## config.mk

```make
export PLATFORM = sky130hd
export DESIGN_NAME = pmc_power_mode_controller
export DESIGN_NICKNAME = d
export VERILOG_FILES = /design/src/design/pmc_pkg.sv /design/src/design/pmc_flash_timer.sv /design/src/design/pmc_power_mode_controller.sv
export SDC_FILE = /design/constraint.sdc
export NUM_CORES = 1
export LEC_CHECK = 0
export ABC_AREA = 1
export BUFFER_PORTS_ARGS = -buffer_cell sky130_fd_sc_hd__buf_2
export CORE_MARGIN = 4
export CORE_UTILIZATION = 31
export DETAILED_ROUTE_END_ITERATION = 16
export GPL_ROUTABILITY_DRIVEN = 0
export SLEW_MARGIN = 10
export SYNTH_ARGS = -nofsm -noshare
export SYNTH_HDL_FRONTEND = slang
export SYNTH_SLANG_ARGS = --single-unit
```

## constraint.sdc

```tcl
create_clock -name clk_sys_i -period 1.3 [get_ports clk_sys_i]
set_clock_uncertainty 0.15 [all_clocks]
set_input_delay 0.26 -clock clk_sys_i [delete_from_list [all_inputs] [get_ports clk_sys_i]]
set_output_delay 0.26 -clock clk_sys_i [all_outputs]
set_load 0.01 [all_outputs]
```

## src/design/pmc_pkg.sv

```systemverilog
// Package for the power mode controller: register map, mode codes, timing counts.
// Assumes a 10 MHz system clock and a plain strobe register port.
package pmc_pkg;

   typedef enum logic [1:0] {
      PMC_MODE_RUN   = 2'h0,
      PMC_MODE_SLEEP = 2'h1,
      PMC_MODE_DEEP  = 2'h2,
      PMC_MODE_COMA  = 2'h3
   } pmc_mode_t;

   // Register offsets
   localparam logic [3:0] PMC_OFF_CTRL   = 4'h0;
   localparam logic [3:0] PMC_OFF_FLASH  = 4'h4;
   localparam logic [3:0] PMC_OFF_STATUS = 4'h8;

   // Field positions
   localparam int PMC_CTRL_MODE_LSB = 0;
   localparam int PMC_CTRL_RETA_BIT = 2;
   localparam int PMC_CTRL_RETB_BIT = 3;
   localparam int PMC_STAT_DBG_BIT  = 4;
   localparam int PMC_STAT_STL_BIT  = 5;

   // Reset values
   localparam logic [1:0] PMC_RST_MODE  = 2'h0;
   localparam logic       PMC_RST_RET   = 1'b1;
   localparam logic [1:0] PMC_RST_FLASH = 2'h3;

   // Flash power-up settle time
   localparam int PMC_CLK_HZ        = 10_000_000;
   localparam int PMC_FLASH_UP_NS   = 2000;
   localparam int PMC_FLASH_UP_CYC  =
      (PMC_FLASH_UP_NS * (PMC_CLK_HZ / 1_000_000) + 999) / 1000;

   typedef struct packed {
      logic       cpu_clk_en;
      logic       cpu_stall;
      logic       digital_on;
      logic [1:0] flash_on;
      logic       sram_a_on;
      logic       sram_b_on;
      logic       fast_osc_on;
      logic       slow_clk_sel;
   } pmc_power_t;

endpackage : pmc_pkg

```

## src/design/pmc_flash_timer.sv

```systemverilog
// Flash power-up timer: counts the settle time after a start pulse.
// Assumes start is a one-cycle pulse in the system clock domain.
`timescale 1ns/100ps
module pmc_flash_timer
   import pmc_pkg::*;
#(
   parameter int CYCLES = PMC_FLASH_UP_CYC
) (
   input  wire logic clk_sys_i,
   input  wire logic rst_n_i,
   input  wire logic start_i,
   output logic      busy_o,
   output logic      done_o
);
   localparam int CW = $clog2(CYCLES + 1);

   logic [CW-1:0] count;
   logic [CW-1:0] next_count;
   wire           running = (count != '0);

   assign next_count = start_i ? CW'(CYCLES) : (running ? count - 1'b1 : count);
   assign busy_o     = running;

   always_ff @(posedge clk_sys_i or negedge rst_n_i) begin
      if (!rst_n_i) begin
         count  <= '0;
         done_o <= 1'b0;
      end else begin
         count  <= next_count;
         done_o <= (count == CW'(1)) && !start_i;
      end
   end
endmodule : pmc_flash_timer

```

## src/design/pmc_power_mode_controller.sv

```systemverilog
// Power mode controller: mode entry on wait-for-interrupt, wake-up sequencing.
// Assumes synchronous inputs, a strobe register port and a 10 MHz clock.
// Contract
// - Four modes run, sleep, deep sleep, coma, chosen by software register.
// - Run keeps everything powered, oscillators running, processor clock ungated.
// - Sleep gates only the processor clock; all else as in run.
// - Interrupt in sleep ungates processor clock and returns to run.
// - Deep sleep gates processor clock and powers flash off.
// - Deep sleep wake restores flash power first, then ungates processor clock.
// - Coma powers only retention registers of the digital domain.
// - Coma stops fast oscillator, selects slow clock, processor clock gated.
// - Interrupt in coma repowers flash and digital logic, enters run.
// - Coma wake keeps processor stalled until flash is properly powered.
// - Coma wake powers only flash banks enabled by flash settings.
// - Fast clock runs in run, sleep, deep sleep; off in coma.
// - Retention SRAMs powered except in coma, where each follows its setting.
// - Coma entry refused while a debugger is attached.
`timescale 1ns/100ps
module pmc_power_mode_controller
   import pmc_pkg::*;
#(
   parameter int FLASH_CYCLES = PMC_FLASH_UP_CYC
) (
   input  wire logic        clk_sys_i,
   input  wire logic        rst_n_i,
   input  wire logic [3:0]  reg_addr_i,
   input  wire logic [31:0] reg_wdata_i,
   input  wire logic        reg_wr_i,
   input  wire logic        reg_rd_i,
   output logic [31:0]      reg_rdata_o,
   input  wire logic        cpu_wfi_i,
   input  wire logic        irq_i,
   input  wire logic        dbg_attached_i,
   output pmc_power_t       power_o,
   output pmc_mode_t        mode_o
);

   typedef enum logic [2:0] {
      ST_RUN,
      ST_SLEEP,
      ST_DEEP,
      ST_COMA,
      ST_FLASH_UP
   } pmc_state_t;

   pmc_state_t state;
   pmc_state_t next_state;
   pmc_mode_t  target_mode;
   logic       ret_a;
   logic       ret_b;
   logic [1:0] flash_en;
   logic       from_coma;
   logic       next_from_coma;
   logic       timer_start;
   logic       timer_busy;
   logic       timer_done;

   // Register decode
   wire wr_ctrl  = reg_wr_i && (reg_addr_i == PMC_OFF_CTRL);
   wire wr_flash = reg_wr_i && (reg_addr_i == PMC_OFF_FLASH);

   always_ff @(posedge clk_sys_i or negedge rst_n_i) begin
      if (!rst_n_i) begin
         target_mode <= pmc_mode_t'(PMC_RST_MODE);
         ret_a       <= PMC_RST_RET;
         ret_b       <= PMC_RST_RET;
         flash_en    <= PMC_RST_FLASH;
      end else begin
         if (wr_ctrl) begin
            target_mode <= pmc_mode_t'(reg_wdata_i[PMC_CTRL_MODE_LSB +: 2]);
            ret_a       <= reg_wdata_i[PMC_CTRL_RETA_BIT];
            ret_b       <= reg_wdata_i[PMC_CTRL_RETB_BIT];
         end
         if (wr_flash) begin
            flash_en <= reg_wdata_i[1:0];
         end
      end
   end

   // Read data, one cycle after the strobe; zero elsewhere
   logic [31:0] rd_mux;
   always_comb begin
      rd_mux = 32'h0;
      unique case (reg_addr_i)
         PMC_OFF_CTRL: begin
            rd_mux[PMC_CTRL_MODE_LSB +: 2] = target_mode;
            rd_mux[PMC_CTRL_RETA_BIT]      = ret_a;
            rd_mux[PMC_CTRL_RETB_BIT]      = ret_b;
         end
         PMC_OFF_FLASH: begin
            rd_mux[1:0] = flash_en;
         end
         PMC_OFF_STATUS: begin
            rd_mux[2:0]              = 3'(state);
            rd_mux[PMC_STAT_DBG_BIT] = dbg_attached_i;
            rd_mux[PMC_STAT_STL_BIT] = timer_busy;
         end
         default: rd_mux = 32'h0;
      endcase
   end

   always_ff @(posedge clk_sys_i or negedge rst_n_i) begin
      if (!rst_n_i) begin
         reg_rdata_o <= 32'h0;
      end else begin
         reg_rdata_o <= reg_rd_i ? rd_mux : 32'h0;
      end
   end

   // Mode sequencer
   always_comb begin
      next_state     = state;
      next_from_coma = from_coma;
      timer_start    = 1'b0;
      unique case (state)
         ST_RUN: begin
            if (cpu_wfi_i && !irq_i) begin
               unique case (target_mode)
                  PMC_MODE_SLEEP: next_state = ST_SLEEP;
                  PMC_MODE_DEEP:  next_state = ST_DEEP;
                  PMC_MODE_COMA:  next_state = dbg_attached_i ? ST_SLEEP
                                                              : ST_COMA;
                  default:        next_state = ST_RUN;
               endcase
            end
         end
         ST_SLEEP: begin
            if (irq_i) next_state = ST_RUN;
         end
         ST_DEEP: begin
            if (irq_i) begin
               next_state     = ST_FLASH_UP;
               next_from_coma = 1'b0;
               timer_start    = 1'b1;
            end
         end
         ST_COMA: begin
            if (irq_i) begin
               next_state     = ST_FLASH_UP;
               next_from_coma = 1'b1;
               timer_start    = 1'b1;
            end
         end
         ST_FLASH_UP: begin
            if (timer_done) next_state = ST_RUN;
         end
         default: next_state = ST_RUN;
      endcase
   end

   always_ff @(posedge clk_sys_i or negedge rst_n_i) begin
      if (!rst_n_i) begin
         state     <= ST_RUN;
         from_coma <= 1'b0;
      end else begin
         state     <= next_state;
         from_coma <= next_from_coma;
      end
   end

   pmc_flash_timer #(
      .CYCLES (FLASH_CYCLES)
   ) u_flash_timer (
      .clk_sys_i (clk_sys_i),
      .rst_n_i   (rst_n_i),
      .start_i   (timer_start),
      .busy_o    (timer_busy),
      .done_o    (timer_done)
   );

   // Power and clock controls per state
   pmc_power_t next_power;
   pmc_mode_t  next_mode;
   always_comb begin
      next_power = '{cpu_clk_en: 1'b1, cpu_stall: 1'b0, digital_on: 1'b1,
                     flash_on: 2'h3, sram_a_on: 1'b1, sram_b_on: 1'b1,
                     fast_osc_on: 1'b1, slow_clk_sel: 1'b0};
      next_mode  = PMC_MODE_RUN;
      unique case (next_state)
         ST_RUN: begin
            next_mode = PMC_MODE_RUN;
         end
         ST_SLEEP: begin
            next_power.cpu_clk_en = 1'b0;
            next_mode             = PMC_MODE_SLEEP;
         end
         ST_DEEP: begin
            next_power.cpu_clk_en = 1'b0;
            next_power.flash_on   = 2'h0;
            next_mode             = PMC_MODE_DEEP;
         end
         ST_COMA: begin
            next_power.cpu_clk_en   = 1'b0;
            next_power.digital_on   = 1'b0;
            next_power.flash_on     = 2'h0;
            next_power.sram_a_on    = ret_a;
            next_power.sram_b_on    = ret_b;
            next_power.fast_osc_on  = 1'b0;
            next_power.slow_clk_sel = 1'b1;
            next_mode               = PMC_MODE_COMA;
         end
         ST_FLASH_UP: begin
            next_power.cpu_clk_en = 1'b0;
            next_power.cpu_stall  = 1'b1;
            next_power.flash_on   = next_from_coma ? flash_en : 2'h3;
            next_mode             = next_from_coma ? PMC_MODE_COMA : PMC_MODE_DEEP;
         end
         default: next_mode = PMC_MODE_RUN;
      endcase
   end

   always_ff @(posedge clk_sys_i or negedge rst_n_i) begin
      if (!rst_n_i) begin
         power_o <= '{cpu_clk_en: 1'b1, cpu_stall: 1'b0, digital_on: 1'b1,
                      flash_on: 2'h3, sram_a_on: 1'b1, sram_b_on: 1'b1,
                      fast_osc_on: 1'b1, slow_clk_sel: 1'b0};
         mode_o  <= PMC_MODE_RUN;
      end else begin
         power_o <= next_power;
         mode_o  <= next_mode;
      end
   end

endmodule : pmc_power_mode_controller

```

* Yosys cells after proc, flatten, opt, wreduce, memory -nomap -nowiden
Cells that the tools add are included.
** Word-level totals
- Register bits :: 33
- Input port bits :: 43
- Output and inout port bits :: 43
- Logic and storage cells :: 73
** Operators by class
- $add $sub $neg :: 1
- Equality and inequality tests :: 14
- Mux-type cells :: 27
- Reduce and logical (&&, ||, !) cells :: 13
** Operator list (count)
- == test 3 x 2 -> 1 bit, second input constant :: 4
- 2-to-1 mux 3 bit :: 4
- one-hot mux 2 bit (3 select lines) :: 2
- one-hot mux 3 bit (4 select lines) :: 1
- 2-to-1 mux 5 bit :: 2
- 2-to-1 mux 1 bit :: 9
- one-hot mux 2 bit (4 select lines) :: 1
- == test 3 x 1 -> 1 bit, second input constant :: 2
- == test 3 bit, second input constant :: 2
- 2-to-1 mux 2 bit :: 3
- 2-to-1 mux 6 bit :: 1
- == test 5 x 1 -> 1 bit, second input constant :: 1
- nonzero test 5 bit :: 1
- subtractor 5 x 1 -> 5 bit, second input constant :: 1
- == test 2 bit, second input constant :: 2
- == test 4 x 3 -> 1 bit, second input constant :: 1
- == test 4 bit, second input constant :: 1
- logical AND 1 bit :: 4
- logical NOT 4 bit :: 1
- 2-to-1 mux 4 bit :: 1
- one-hot mux 1 bit (2 select lines) :: 2
- one-hot mux 2 bit (2 select lines) :: 1
- OR reduction 2 bit :: 2
- OR reduction 4 bit :: 1
- other kinds (4) :: 5

* Depth between registers and ports, before layout
- Word-level depth :: 7
- Depth in mapped cells :: 7
- Mapped depth without buffers :: 7

* Modules after synthesis
A second synthesis with hierarchy kept.
** Second synthesis, totals
- Cells, all modules :: 181
- Area, all modules :: 1605.3 µm²
** Modules (own cells, without submodules)
- pmc_power_mode_controller :: instances 1, cells an instance 142, area each 1287.5 µm², seq. area each 663.1 µm²
- pmc_flash_timer :: instances 1, cells an instance 39, area each 317.8 µm², seq. area each 150.1 µm²

* Worst setup path after synthesis
Ideal clock, no wire load.
- Kind :: flip-flop to flip-flop
- From :: register u_flash_timer.count[0]
- To :: register u_flash_timer.count[3]
- Setup time :: 119 ps
- Arrival :: 1007 ps
- Required time :: 1031 ps
- Slack :: 24 ps
- Stages on the path, launching flop included :: 6
- Buffers on the path :: 0
- Period minus slack after synthesis :: 1276 ps
- Path through :: dfrtp_1 -> inv_1 -> ha_1 -> nand3_1 -> a21oi_1 -> nor2_1
** On the way
- Cells in the longest elaborated chain, start to end :: 3
- Elaborated cells between the ends (all ways) :: 5
- Those cells by class :: 1 x add/sub; 2 x mux; 2 x reduce/logical
** RTL lines
- start: declaration :: RTL line pmc_flash_timer.sv:17 : logic [CW-1:0] count;
- start signal: assignment :: RTL line pmc_flash_timer.sv:29 : count <= next_count;
- subtractor 5 x 1 -> 5 bit :: RTL line pmc_flash_timer.sv:21 : assign next_count = start_i ? CW'(CYCLES) : (running ? count - 1'b1 : count);
- 2-to-1 mux 5 bit (2 in series) :: RTL line pmc_flash_timer.sv:21
Several ways; a longest one is shown, not always the timed one. The select of a mux whose other input is x is not followed.
A chain may end at the register's enable or synchronous reset.

==> impl_results.md <==
- Cts bufs inserted: 5
- DR pass1 iterations: 4
- Compound-cell area share of the yosys netlist: 0.05640
- Seq pwr share: 0.412
- Synth area leaders: dfrtp_1 (34%), dfstp_2 (16%), buf_4 (12%)
- I/O pin count: 86
- Top-area cell type share of the netlist area: 0.3354
- Inst Count DP: between 200 and 300
- RSZ-0062 raised after global routing: true
- Core area: slightly above 5000 sq um
- Layout cell share with drive strength beyond 1: 0.4348
- Vias per Instance: about 4.0
- Clk network pwr share: 0.187
- Arrival @ worst endpoint: between 0.9 and 1 ns
- Critical path depth: 1
- Antenna Violating Nets Remaining: 0
- Max_cap viols: 0
- Input/output buffers: 31
- Worst setup SP type: register
- Synth Area in XOR/XNOR: 0.005335
- Finished Core Util: 0.4130
- Outcome: finished with violations
- Worst-skew pair later-pin latency: around 0.28 ns
- Largest net degree at the start of global routing: 33
- FF-to-FF path depth: 5
- CP Class: register to primary output
- Post-synthesis sequential area ratio: 0.4954
- Final Setup Violations: 5
- # rows: 26
- Final non-filler cell total: 300
- Highest cell delay on the worst timing path: roughly 0.52 ns
- Total Power: between 3000 and 4000 uW
- Slack of the critical path: -0.02305 ns
- CP Cell Sequence: buf_2
- Worst-path clk slew: around 0.070 ns
- Slew Limit Fails: 0
- Synth area leader: dfrtp_1
- GRT Residual Overflow: 0
- Worst path bufs/invs: 1
- Hold Crit Depth: 3
- Initial Util: 0.3214
- Drt drc: 0
- Global-route usage over all layers: 0.09913
- Initial antenna violation count: 0
- Failing checks: negative setup slack
- Pleak: about 0.0011 uW
- Top-count cell post-synth: nand2_1
- Fin crit share: 1.018
- Pwr Density: approximately 1700 nW/um^2
- Switching Fraction: 0.3528
- Routed WL per cell: around 11 um
- Combinational share of power: 0.400
- Asr flop ratio synth: 1.000
- Minimum clock period: about 1.3 ns
- Diodes inserted: 0
- Setup TNS: -0.06068 ns
- Fin. Hold Viols: 0
- CP max FO: 2
- Cells after Synth: approximately 180
- Largest family of logic cells by synthesized area: simple AND/OR/NAND/NOR gates
- CTS max path bufs: 2
- Most frequent cells after synthesis: nand2_1 (30), buf_4 (27), dfrtp_1 (22)
- Fin nets: 276
- Internal cell power: 2385 uW
- Chip height: about 81 um
- Post-Syn Area: around 1600 sq um
- Total number of vias: between 1000 and 1500
- CTS tree: built
- H-Tree Depth: 2
- Ys Warns: 0
- Drt total wl: between 3000 and 4000 um
- CP top delay family: flip-flops
- CTS sink count: 32
- Post-synthesis mux area share: 0
- IR drop worst, VDD: between 500 and 600 uV
- Mapped Avg Cell Area: ~9.2 sq um
- CP required: around 0.89 ns
- Area Growth Syn to Fin: 28.51%
- Initial detailed-routing violation count: 26
- Post-synthesis cell type count: 26
- CP max stage cell: dfstp_2
- Hold Path Class: input port to register
- #FFs+latches synth: 32
- Hpwl dp: between 2000 and 2500 um
- Synth Area in Adders: 0.02287
- Synth Area in Simple Gates: 0.2393
- Psw: roughly 1300 uW
- Layout filler cell count: about 540
- Die ar.: roughly 6500 sq um
- Number of synthesized flops with an enable pin: 0
- Top_reg_cell synth: dfrtp_1
- CP endpoint kind: primary output
- Vias in the first global route: between 1000 and 1500
- Max Clock Freq: approximately 760 MHz
- Die Wd: 80.77 um
- First-pass GRT wire length: around 4900 um
- Root buf cell: clkbuf_8
- Hold WS: roughly 0.027 ns
==> worst paths after layout <==
kind                           startpoint        endpoint  slack, ns
min reg2reg                         ret_b  reg_rdata_o[3]       0.33
min                        reg_wdata_i[2]           ret_a       0.03
max in group asynchronous         rst_n_i     flash_en[1]       0.44
max                            power_o[6]      power_o[1]      -0.02
max reg2reg                      state[1]      power_o[0]          0
min in group asynchronous         rst_n_i      power_o[7]       0.31
==> cell type report <==
type / count / area [sq um] / share of cell area
Clock buffer: 6 / 72.57 / 0.03440
Clock inverter: 1 / 5.005 / 0.002372
Inverter: 24 / 92.59 / 0.04389
Multi-Input combinational cell: 121 / 718.2 / 0.3405
Sequential cell: 32 / 815.8 / 0.3867
Tap cell: 70 / 87.58 / 0.04152
Timing Repair Buffer: 46 / 317.8 / 0.1507
==> layout by cell type, fill, tap and decap left out, types with 2 or more instances in the layout <==
master / netlist / routed
inv_2: 4 / 6
inv_1: 20 / 17
nand2_1: 30 / 27
nand3_2: 2 / 4
nand4_1: 5 / 5
ha_4: 0 / 2
buf_2: 0 / 26
nor2_4: 2 / 3
nand3_4: 1 / 3
buf_4: 27 / 12
conb_1: 1 / 26
nor2_2: 4 / 6
dfrtp_2: 0 / 2
nand2_2: 5 / 7
a21oi_1: 4 / 3
nor2_1: 10 / 7
dfstp_2: 10 / 10
nand3_1: 14 / 10
nand2_4: 1 / 2
o21ai_0: 4 / 4
dfrtp_1: 22 / 20
buf_6: 0 / 6
clkbuf_8: 0 / 5
o21ai_1: 4 / 4
==> layer usage <==
layer  vias to the layer above  GRT usage  wire length [um]
met5                         -          0                 0
met4                         0    0.05068                65
met3                         6    0.03769               305
met2                        40     0.1623              1539
met1                       557     0.1129              1270
li1                        608          -                 -
==> worst register-to-register path, delay by kind of cell (launching register included) <==
kind / cells / cell delay, ns
buffers and inverters: 1 / 0.05
DFF: 1 / 0.47
AOI/OAI and AO/OA: 1 / 0.26
and+or+nand+nor: 3 / 0.31
==> state kept, by name, summed over array words and instances (netlist names) <==
signal / count
flash_en: 2
from_coma: 1
mode_o: 2
power_o: 8
reg_rdata_o: 6
ret_a: 1
ret_b: 1
state: 3
target_mode: 2
u_flash_timer.count: 5
u_flash_timer.done_o: 1
==> metrics by stage <==
stage | setup WS [ns] | cell area (sq um)
finish | -0.02305 | 2110
global route | -0.06195 | 2110
CTS | -0.03691 | 2011
detailed placement | -0.07535 | 1871
global placement | -0.03836 | 1871
floorplan | 0.02409 | 1735
==> power by group through the flow <==
stage / clock (uW) / combinational [uW] / sequential [uW]
3_5_place_dp: 0 / 1250 / 1490
3_3_place_gp: 0 / 1210 / 1480
2_1_floorplan: 0 / 790 / 1510
5_1_grt: 759 / 1650 / 1550
4_1_cts: 718 / 1350 / 1490
6_report: 690 / 1480 / 1520
==> cells by family after synthesis <==
logic type      Yosys count
buf+inv                  51
flops                    32
xor+xnor                  1
fa+ha+maj                 3
other cells               1
compound gates           15
simple gates             76
==> what timing repair did <==
item / in CTS / in global routing
hold endpoints to repair: 32 / 0
pin swaps: 2 / 8
endpoints found under the setup margin: 15 / 20
hold buffers: 1 / 0
resized for setup: 11 / 20
buffers inserted: 0 / 3
No activity file was read; power rests on OpenSTA's default activity.
